**config.mk**
```make
export PLATFORM = sky130hd
export DESIGN_NAME = fswd_top
export DESIGN_NICKNAME = d
export VERILOG_FILES = /design/src/hdl/fswd_pkg.sv /design/src/hdl/fswd_top.sv
export SDC_FILE = /design/constraint.sdc
export NUM_CORES = 1
export LEC_CHECK = 0
export CAP_MARGIN = 20
export CELL_PAD_IN_SITES_DETAIL_PLACEMENT = 2
export CELL_PAD_IN_SITES_GLOBAL_PLACEMENT = 2
export CORE_MARGIN = 2
export CORE_UTILIZATION = 40
export CTS_CLUSTER_DIAMETER = 200
export DETAILED_ROUTE_END_ITERATION = 12
export DONT_BUFFER_PORTS = 1
export GPL_ROUTABILITY_DRIVEN = 0
export PLACE_DENSITY_LB_ADDON = 0.25
export SLEW_MARGIN = 20
export SYNTH_ARGS = -nofsm -noshare
export SYNTH_HDL_FRONTEND = slang
export SYNTH_SLANG_ARGS = --single-unit
```
**constraint.sdc**
```tcl
create_clock -name mclk -period 4.4 [get_ports mclk]
set_clock_uncertainty 0.2 [all_clocks]
set_input_delay 0 -clock mclk [delete_from_list [all_inputs] [get_ports mclk]]
set_output_delay 0 -clock mclk [all_outputs]
set_load 0.05 [all_outputs]
```
**src/hdl/fswd_pkg.sv**
```systemverilog
// Constants, register map and types of the fail-safe watchdog unit
package fswd_pkg;
   // ****************************************
   // Register map (byte addresses)
   // ****************************************
   localparam logic [7:0] ADR_IE0 = 8'h00;
   localparam logic [7:0] ADR_IE1 = 8'h04;
   localparam logic [7:0] ADR_IP0 = 8'h08;
   localparam logic [7:0] ADR_PERIOD = 8'h0c;
   localparam logic [7:0] ADR_COUNT = 8'h10;
   localparam logic [7:0] ADR_OSC = 8'h14;
   localparam logic [7:0] ADR_IRQ_STAT = 8'h18;
   localparam logic [7:0] ADR_IRQ_CLR = 8'h1c;
   localparam logic [7:0] ADR_IRQ_EN = 8'h20;
   // ****************************************
   // Fields
   // ****************************************
   localparam int REFRESH_BIT = 0;
   localparam int START_BIT = 0;
   localparam int FLAG_BIT = 0;
   localparam int PERIOD_W = 11;
   localparam logic [PERIOD_W-1:0] PERIOD_RST = 11'h7ff;
   localparam int IRQ_W = 3;
   localparam int IRQ_EXPIRE = 0;
   localparam int IRQ_OSC_FAIL = 1;
   localparam int IRQ_OSC_OK = 2;
   // ****************************************
   // Timing
   // ****************************************
   localparam int CLK_PERIOD_NS = 10;
   localparam int WD_TICK_NS = 512000;
   localparam int WD_TICK_CYC = WD_TICK_NS / CLK_PERIOD_NS;
   localparam int OSC_EXT_NS = 250000;
   localparam int OSC_EXT_CYC = OSC_EXT_NS / CLK_PERIOD_NS;
   localparam int POR_MAX_NS = 34000;
   localparam int POR_MAX_CYC = POR_MAX_NS / CLK_PERIOD_NS;
   localparam int OSC_WIN = 16;
   // ****************************************
   // Types
   // ****************************************
   typedef struct packed {
      logic [7:0] addr;
      logic [31:0] wdata;
      logic wr;
      logic rd;
   } fswd_req_t;
   typedef enum logic [1:0] {
      OSC_FAIL = 2'b00,
      OSC_EXTEND = 2'b01,
      OSC_RUN = 2'b10
   } fswd_osc_t;
endpackage

```
**src/hdl/fswd_top.sv**
```systemverilog
// Fail-safe unit: software watchdog plus oscillator monitor
//
// Functional notes
// - Strap pin high at reset starts watchdog
// - Strap pin is sampled only at reset
// - Writing start bit starts the watchdog
// - Refresh needs refresh bit then start bit
// - Expiry keeps counting and sets status flag
// - Software may clear the status flag
// - Slow main clock: RC clock, hold reset
// - Recovery extends reset by 0.25 ms
// - Power-down exit handled like a failure
// - After power-on run from RC clock
// - Ports held in reset state meanwhile
// - Reset state reached within 34 us
// - Time-out programmable, 512 us steps
`timescale 1ns/10ps
`default_nettype none
module fswd_top #(
   parameter int WD_TICK = fswd_pkg::WD_TICK_CYC,
   parameter int EXT_CYC = fswd_pkg::OSC_EXT_CYC,
   parameter int WIN = fswd_pkg::OSC_WIN
) (
   input wire logic mclk,
   input wire logic rst_b,
   input wire fswd_pkg::fswd_req_t req,
   output logic [31:0] rdata,
   input wire logic hw_watchdog_enable_pin,
   input wire logic main_osc_in,
   input wire logic rc_osc_in,
   input wire logic hw_pd_exit,
   output logic wd_reset_req,
   output logic osc_reset_hold,
   output logic clk_sel_rc,
   output logic port_reset,
   output logic irq
);
   import fswd_pkg::*;

   if (WD_TICK < 2 || EXT_CYC < 2 || WIN < 2 || WIN > 255) begin : g_chk
      $error("fswd_top: unsupported parameter value");
   end

   localparam int PW = $clog2(WD_TICK);
   localparam int EW = $clog2(EXT_CYC + 1);

   // ****************************************
   // Reset release and pin synchronisers
   // ****************************************
   logic [1:0] rst_sync_q;
   logic rst_n;
   logic [3:0] pin_s1_q;
   logic [3:0] pin_s2_q;
   logic [1:0] osc_d3_q;

   always_ff @(posedge mclk or negedge rst_b) begin
      if (!rst_b) begin
         rst_sync_q <= 2'h0;
      end else begin
         rst_sync_q <= {rst_sync_q[0], 1'b1};
      end
   end
   assign rst_n = rst_sync_q[1];

   // Oscillator inputs are sampled as plain levels; edges seen past stage two
   always_ff @(posedge mclk or negedge rst_n) begin
      if (!rst_n) begin
         pin_s1_q <= 4'h0;
         pin_s2_q <= 4'h0;
         osc_d3_q <= 2'h0;
      end else begin
         pin_s1_q <= {hw_pd_exit, rc_osc_in, main_osc_in, hw_watchdog_enable_pin};
         pin_s2_q <= pin_s1_q;
         osc_d3_q <= pin_s2_q[2:1];
      end
   end

   logic main_edge;
   logic rc_edge;
   logic pd_exit_s;
   assign main_edge = pin_s2_q[1] & ~osc_d3_q[0];
   assign rc_edge = pin_s2_q[2] & ~osc_d3_q[1];
   assign pd_exit_s = pin_s2_q[3];

   // ****************************************
   // Bus decode
   // ****************************************
   function automatic logic wr_at(input fswd_req_t r, input logic [7:0] a);
      return r.wr && (r.addr == a);
   endfunction

   logic start_wr;
   logic refresh_wr;
   assign start_wr = wr_at(req, ADR_IE1) && req.wdata[START_BIT];
   assign refresh_wr = wr_at(req, ADR_IE0) && req.wdata[REFRESH_BIT];

   // ****************************************
   // Strap capture
   // ****************************************
   // Strap is taken once the synchroniser has settled after release
   logic [1:0] rel_cnt_q;
   logic strap_take;
   assign strap_take = (rel_cnt_q == 2'h2);
   always_ff @(posedge mclk or negedge rst_n) begin
      if (!rst_n) begin
         rel_cnt_q <= 2'h0;
      end else if (rel_cnt_q != 2'h3) begin
         rel_cnt_q <= rel_cnt_q + 2'h1;
      end
   end

   // ****************************************
   // Software watchdog
   // ****************************************
   logic wd_run_q;
   logic pend_q;
   logic flag_q;
   logic [PERIOD_W-1:0] period_q;
   logic [PERIOD_W-1:0] cnt_q;
   logic [PW-1:0] pre_q;
   logic tick;
   logic expire;
   logic strap_start;
   logic refresh_ok;
   logic reload;

   assign tick = wd_run_q && (pre_q == PW'(WD_TICK - 1));
   assign expire = tick && (cnt_q == '0);
   assign strap_start = strap_take && pin_s2_q[0];
   assign refresh_ok = start_wr && pend_q && wd_run_q;
   assign reload = refresh_ok || (start_wr && !wd_run_q) || strap_start || expire;

   always_ff @(posedge mclk or negedge rst_n) begin
      if (!rst_n) begin
         wd_run_q <= 1'b0;
      end else if (strap_start || start_wr) begin
         wd_run_q <= 1'b1;
      end
   end

   // Any other write breaks the two-step sequence
   always_ff @(posedge mclk or negedge rst_n) begin
      if (!rst_n) begin
         pend_q <= 1'b0;
      end else if (req.wr) begin
         pend_q <= refresh_wr;
      end
   end

   always_ff @(posedge mclk or negedge rst_n) begin
      if (!rst_n) begin
         period_q <= PERIOD_RST;
      end else if (wr_at(req, ADR_PERIOD)) begin
         period_q <= req.wdata[PERIOD_W-1:0];
      end
   end

   // Count of 512 us ticks left; expiry reloads and keeps running
   always_ff @(posedge mclk or negedge rst_n) begin
      if (!rst_n) begin
         pre_q <= '0;
         cnt_q <= PERIOD_RST;
      end else if (reload) begin
         pre_q <= '0;
         cnt_q <= period_q;
      end else if (tick) begin
         pre_q <= '0;
         cnt_q <= cnt_q - 1'b1;
      end else if (wd_run_q) begin
         pre_q <= pre_q + 1'b1;
      end
   end

   // Expiry wins over a clear in the same cycle
   always_ff @(posedge mclk or negedge rst_n) begin
      if (!rst_n) begin
         flag_q <= 1'b0;
      end else if (expire) begin
         flag_q <= 1'b1;
      end else if (wr_at(req, ADR_IP0)) begin
         flag_q <= req.wdata[FLAG_BIT];
      end
   end

   // ****************************************
   // Oscillator monitor
   // ****************************************
   logic [7:0] win_q;
   logic [7:0] mcnt_q;
   logic [7:0] mcnt_n;
   logic win_end;
   logic win_ok;
   assign mcnt_n = (main_edge && mcnt_q != 8'(WIN)) ? mcnt_q + 8'h1 : mcnt_q;
   assign win_end = rc_edge && (win_q == 8'(WIN - 1));
   assign win_ok = (mcnt_n >= 8'(WIN));

   // Main edges are counted over a window of RC edges
   always_ff @(posedge mclk or negedge rst_n) begin
      if (!rst_n) begin
         win_q <= '0;
         mcnt_q <= '0;
      end else if (win_end) begin
         win_q <= '0;
         mcnt_q <= '0;
      end else begin
         win_q <= rc_edge ? win_q + 8'h1 : win_q;
         mcnt_q <= mcnt_n;
      end
   end

   fswd_osc_t osc_q;
   fswd_osc_t osc_d;
   logic [EW-1:0] ext_q;

   always_comb begin
      osc_d = osc_q;
      case (osc_q)
         OSC_FAIL: begin
            if (win_end && win_ok) begin
               osc_d = OSC_EXTEND;
            end
         end
         OSC_EXTEND: begin
            if (win_end && !win_ok) begin
               osc_d = OSC_FAIL;
            end else if (ext_q == EW'(EXT_CYC - 1)) begin
               osc_d = OSC_RUN;
            end
         end
         OSC_RUN: begin
            if (win_end && !win_ok) begin
               osc_d = OSC_FAIL;
            end
         end
         default: begin
            osc_d = OSC_FAIL;
         end
      endcase
      if (pd_exit_s) begin
         osc_d = OSC_FAIL;
      end
   end

   // Power-on starts in the failure state, so the RC clock drives reset
   always_ff @(posedge mclk or negedge rst_n) begin
      if (!rst_n) begin
         osc_q <= OSC_FAIL;
      end else begin
         osc_q <= osc_d;
      end
   end

   always_ff @(posedge mclk or negedge rst_n) begin
      if (!rst_n) begin
         ext_q <= '0;
      end else if (osc_q == OSC_EXTEND && osc_d == OSC_EXTEND) begin
         ext_q <= ext_q + 1'b1;
      end else begin
         ext_q <= '0;
      end
   end

   // ****************************************
   // Interrupts
   // ****************************************
   logic [IRQ_W-1:0] ev;
   logic [IRQ_W-1:0] ist_q;
   logic [IRQ_W-1:0] ien_q;
   logic [IRQ_W-1:0] ist_d;
   always_comb begin
      ev = '0;
      ev[IRQ_EXPIRE] = expire;
      ev[IRQ_OSC_FAIL] = (osc_d == OSC_FAIL) && (osc_q != OSC_FAIL);
      ev[IRQ_OSC_OK] = (osc_d == OSC_RUN) && (osc_q != OSC_RUN);
      ist_d = ist_q;
      if (wr_at(req, ADR_IRQ_CLR)) begin
         ist_d = ist_q & ~req.wdata[IRQ_W-1:0];
      end
      ist_d = ist_d | ev;
   end

   always_ff @(posedge mclk or negedge rst_n) begin
      if (!rst_n) begin
         ist_q <= '0;
         ien_q <= '0;
      end else begin
         ist_q <= ist_d;
         ien_q <= wr_at(req, ADR_IRQ_EN) ? req.wdata[IRQ_W-1:0] : ien_q;
      end
   end

   // ****************************************
   // Outputs and read data
   // ****************************************
   // Hold, clock-select and port outputs reset active at once, before any clock edge; wd_reset_req and irq reset low
   always_ff @(posedge mclk or negedge rst_n) begin
      if (!rst_n) begin
         wd_reset_req <= 1'b0;
         osc_reset_hold <= 1'b1;
         clk_sel_rc <= 1'b1;
         port_reset <= 1'b1;
         irq <= 1'b0;
      end else begin
         wd_reset_req <= expire;
         osc_reset_hold <= (osc_d != OSC_RUN);
         clk_sel_rc <= (osc_d == OSC_FAIL);
         port_reset <= (osc_d != OSC_RUN) || expire;
         irq <= |(ist_d & ien_q);
      end
   end

   always_ff @(posedge mclk or negedge rst_n) begin
      if (!rst_n) begin
         rdata <= '0;
      end else if (req.rd) begin
         case (req.addr)
            ADR_IE0: rdata <= 32'(pend_q);
            ADR_IE1: rdata <= 32'(wd_run_q);
            ADR_IP0: rdata <= 32'(flag_q);
            ADR_PERIOD: rdata <= 32'(period_q);
            ADR_COUNT: rdata <= 32'(cnt_q);
            ADR_OSC: rdata <= 32'({osc_d != OSC_RUN, osc_q});
            ADR_IRQ_STAT: rdata <= 32'(ist_q);
            ADR_IRQ_EN: rdata <= 32'(ien_q);
            default: rdata <= '0;
         endcase
      end else begin
         rdata <= '0;
      end
   end

   // ****************************************
   // Assertions
   // ****************************************
   property p_strap_start;
      @(posedge mclk) disable iff (!rst_n)
      strap_take && pin_s2_q[0] |=> wd_run_q && cnt_q == period_q;
   endproperty
   a_strap_start: assert property (p_strap_start) else $error("strap did not start watchdog");

   property p_strap_late;
      @(posedge mclk) disable iff (!rst_n)
      $rose(wd_run_q) |-> $past(start_wr) || $past(strap_take);
   endproperty
   a_strap_late: assert property (p_strap_late) else $error("watchdog started without cause");

   property p_sw_start;
      @(posedge mclk) disable iff (!rst_n)
      start_wr |=> wd_run_q;
   endproperty
   a_sw_start: assert property (p_sw_start) else $error("start bit ignored");

   property p_refresh;
      @(posedge mclk) disable iff (!rst_n)
      wr_at(req, ADR_IE0) && req.wdata[REFRESH_BIT] && wd_run_q ##1 start_wr
      |=> cnt_q == $past(period_q) && pre_q == '0;
   endproperty
   a_refresh: assert property (p_refresh) else $error("refresh pair did not reload");

   property p_expire;
      @(posedge mclk) disable iff (!rst_n)
      expire |=> flag_q && wd_run_q && wd_reset_req && cnt_q == $past(period_q);
   endproperty
   a_expire: assert property (p_expire) else $error("expiry handling wrong");

   property p_clear;
      @(posedge mclk) disable iff (!rst_n)
      wr_at(req, ADR_IP0) && !req.wdata[FLAG_BIT] && !expire |=> !flag_q;
   endproperty
   a_clear: assert property (p_clear) else $error("flag not cleared");

   property p_fail;
      @(posedge mclk) disable iff (!rst_n)
      osc_q == OSC_FAIL |-> clk_sel_rc && osc_reset_hold && port_reset;
   endproperty
   a_fail: assert property (p_fail) else $error("failure not held");

   property p_extend;
      @(posedge mclk) disable iff (!rst_n)
      $fell(osc_reset_hold) |-> $past(ext_q) == EW'(EXT_CYC - 1) && !clk_sel_rc;
   endproperty
   a_extend: assert property (p_extend) else $error("reset released early");

   property p_pd_exit;
      @(posedge mclk) disable iff (!rst_n)
      pd_exit_s |=> osc_q == OSC_FAIL && clk_sel_rc;
   endproperty
   a_pd_exit: assert property (p_pd_exit) else $error("power-down exit not supervised");

   property p_por;
      @(posedge mclk) disable iff (!rst_n)
      rel_cnt_q == 2'h0 |-> port_reset && clk_sel_rc;
   endproperty
   a_por: assert property (p_por) else $error("reset state not reached");

   property p_tick;
      @(posedge mclk) disable iff (!rst_n)
      tick && !reload |=> cnt_q == $past(cnt_q) - 1'b1;
   endproperty
   a_tick: assert property (p_tick) else $error("tick count wrong");

   property p_discard;
      @(posedge mclk) disable iff (!rst_n)
      pend_q && req.wr && !start_wr && !refresh_wr ##1 start_wr && !tick && wd_run_q
      |=> cnt_q == $past(cnt_q);
   endproperty
   a_discard: assert property (p_discard) else $error("stale refresh reloaded");
endmodule // fswd_top
`default_nettype wire

```
==> results.yml <==
status:
  outcome: "finished, final reports clean"
sta:
  final.min_clock_period_ns: 3.16
  worstMarginPinSlew_ns: 0.919
  postLayoutSetupSlackWorst_ns: 1.24
  timing.final.crit_share_pct: 71.8
  maxSlewViolCount: 0
  timing_hold_violations_final: 0
  relSlewSlack_pct: 38.8
  tns_ns: 0
  max_freq_mhz: 317
  finalSetupViolCount: 0
  rsz0062_at_grt: "no"
clocking:
  clkSinkCount: 110
  cts_root_buffer: "clkbuf_16"
  cts_tree: "yes"
  clockBufferDepth: 2
  clkLatencyLatePin_ns: 0.36
  cts.repair.resized: 0
  cts-buffers-inserted: 9
  clk_pin_slew_worst_paths_ns: 0.07
  ctsHoldBuffers: 32
  cts_setup_buffers: 0
  htree_levels: 3
logic_synthesis:
  async_flop_share_pct: 100
  synth_edf_count: 0
  avgSynthCellArea_um2: 10.4
  synthFlopType: "dfrtp_1"
  ys_ff_latch: 110
  ys_seq_area_share_pct: 51.0
  synth_warnings: 0
  synth.distinct_cells: 67
  synth_area_mm2: 0.00546
  syn_inst: 525
global_route:
  grt_antenna_before_repair: 0
  grt_util_all_layers_pct: 21.3
  overflow: 0
  grt_max_degree: 70
  use_met3_pct: 4.58
  grt_pass1_wl_um: 24400
  grt_busiest_layer: "met2"
  use_met1_pct: 25.1
  met2_usage_pct: 38.7
  grt_pass1_vias: 4595
drt:
  wl_per_cell_um: 19.4
  routed_wl_um: 14200
  viasPerCell: 5.45
  drc: 0
  vias: 3994
  ant_nets: 0
  dr.pass1.iters: 5
  drt_iter0_markers: 101
placement:
  preCtsSetupSlack_ns: 1.65
  dp_hpwl_um: 9310
  port_buffers: 0
floorplanning:
  num_rows: 42
  io_pins: 85
  initial_utilization_pct: 41.1
  dieWidth_um: 121
  dieArea_mm2: 0.0146
  die_y_um: 121
  core_area_mm2: 0.0133
critical_path:
  crit_fanout: 7
  critPathRequiredTime_ns: 4.49
  cp_data_arrival_time_ns: 3.25
  critPathLaunchType: "primary input"
  endpoint_kind: "register"
  path_class: "primary input to register"
cells_and_area:
  n_antenna_cell: 0
  nFillCells: 1397
  num-nets-final: 609
  syn_to_final_growth_pct: 13.8
  drive_gt1_share_pct: 14.0
  ff_latch_area_mm2: 0.00279
  multi_input_area_mm2: 0.00240
pwr:
  p_per_area_mw_per_mm2: 400
  vdd_drop_max_uv: 197
  leakage_uw: 0.00267
hold_path:
  min_path_type: "primary input to register"
job:
  drv_cap: 0
[worst max-delay path, cell delays in order]
cell	delay (ns)
dlygate4sd3_1	0.56
nor3_1	0.56
nand3_1	0.39
nor3b_1	0.31
dlygate4sd3_1	0.59
o21ai_0	0.10
a21oi_1	0.18
dlygate4sd3_1	0.56
[layout make-up]
| cell class | count | area share [%] |
|---|---|---|
| Clock buffer | 10 | 3.85 |
| Clock inverter | 6 | 2.13 |
| Inverter | 21 | 1.27 |
| Multi-Input combinational cell | 373 | 38.6 |
| Sequential cell | 110 | 44.9 |
| Tap cell | 176 | 3.54 |
| Timing Repair Buffer | 37 | 5.76 |
[cell families (layout without fill, tap and decap cells)]
family	Yosys count	count (layout)	synth area share, %
AOI/OAI and AO/OA	65	65	8.53
xor gates and xnor gates	41	41	6.58
adders and majority gates	9	9	2.06
buffers and inverters	62	74	6.46
DFF	110	110	51.0
muxes	30	30	5.87
other	2	22	0.138
and+or+nand+nor	206	206	19.4
[final timing paths]
check	from	endpoint	slack, ns	cells past startpoint
setup / recovery	req[39]	rdata[2]$_DFF_PN0_	1.24	8
hold / removal	req[36]	rdata[1]$_DFF_PN0_	0.008	3
setup reg to reg	osc_d3_q[1]$_DFF_PN0_	rdata[2]$_DFF_PN0_	1.34	8
hold reg to reg	pin_s1_q[1]$_DFF_PN0_	pin_s2_q[1]$_DFF_PN0_	0.15	0
max in group asynchronous	rst_sync_q[1]$_DFF_PN0_	osc_reset_hold$_DFF_PN1_	2.64	1
min in group asynchronous	rst_b	rst_sync_q[1]$_DFF_PN0_	0.22	2
[registers in the layout, indices dropped and copies added (netlist names), 4 cells and up]
register	cells
pre_q	16
ext_q	15
cnt_q	11
period_q	11
rdata	11
mcnt_q	8
win_q	8
pin_s1_q	4
pin_s2_q	4
[layer usage]
| layer | up-vias | wire [um] |
|---|---|---|
| met5 | - | 0 |
| met3 | 23 | 347 |
| met4 | 0 | 272 |
| li1 | 1835 | - |
| met2 | 58 | 7750 |
| met1 | 2078 | 5870 |
[where the power goes]
part	total, uW	internal [uW]	switching (uW)	leakage [uW]
Sequential	1220	1100	118	0.00135
Clock	999	629	371	0.000179
Combinational	265	114	150	0.00113
Total	2480	1850	639	0.00267
[cell usage after synthesis (2+ instances only)]
cell type | number | area [um^2]
dfrtp_1 | 85 | 2130
nor2_1 | 66 | 248
nand2_1 | 31 | 116
nand3_1 | 28 | 140
dfstp_2 | 25 | 657
xor2_1 | 23 | 201
buf_4 | 22 | 165
inv_1 | 20 | 75.1
xnor2_1 | 18 | 158
mux2_2 | 16 | 180
nand4_1 | 15 | 93.8
clkbuf_1 | 14 | 52.6
mux2i_1 | 14 | 140
nor3_1 | 13 | 65.1
a21oi_1 | 12 | 60.1
a22oi_1 | 12 | 90.1
and3_1 | 12 | 75.1
o21ai_0 | 11 | 55.1
ha_1 | 9 | 113
nor4_1 | 5 | 31.3
or3_1 | 5 | 31.3
and4_1 | 4 | 35.0
nand3b_1 | 4 | 30.0
o2bb2ai_1 | 4 | 35.0
buf_6 | 3 | 33.8
a211oi_1 | 2 | 15.0
a221oi_1 | 2 | 17.5
a31oi_1 | 2 | 12.5
a41oi_1 | 2 | 17.5
and2b_2 | 2 | 17.5
conb_1 | 2 | 7.51
nand2b_1 | 2 | 12.5
nand4b_1 | 2 | 17.5
nor2b_1 | 2 | 12.5
o21a_1 | 2 | 15.0
o21bai_1 | 2 | 15.0
or3_2 | 2 | 15.0
[placed cells by master, fill, tap and decap left out, types with 11 or more instances in the layout]
master / n
mux2_2: 16
xnor2_1: 18
conb_1: 22
inv_1: 20
nor3_1: 13
dfstp_2: 25
o21ai_0: 11
xor2_1: 23
and3_1: 12
dlygate4sd3_1: 32
dfrtp_1: 84
nand3_1: 28
a22oi_1: 12
mux2i_1: 14
nor2_1: 66
nand2_1: 31
nand4_1: 15
a21oi_1: 12
[metrics by stage]
stage / instances / instance area [um^2] / hold WS [ns] / total power [uW] / util [%]
2_1_floorplan: 545 / 5530 / -0.496 / 1420 / -
3_3_place_gp: 685 / 5520 / -0.496 / 1450 / 41.5
3_5_place_dp: 685 / 5520 / -0.496 / 1480 / 41.5
4_1_cts: 733 / 6210 / 0.00223 / 2520 / 46.7
5_1_grt: 733 / 6210 / 0.00767 / 2600 / 46.7
6_report: 733 / 6210 / 0.00788 / 2480 / 46.7
Power figures use the tool's default switching activity.
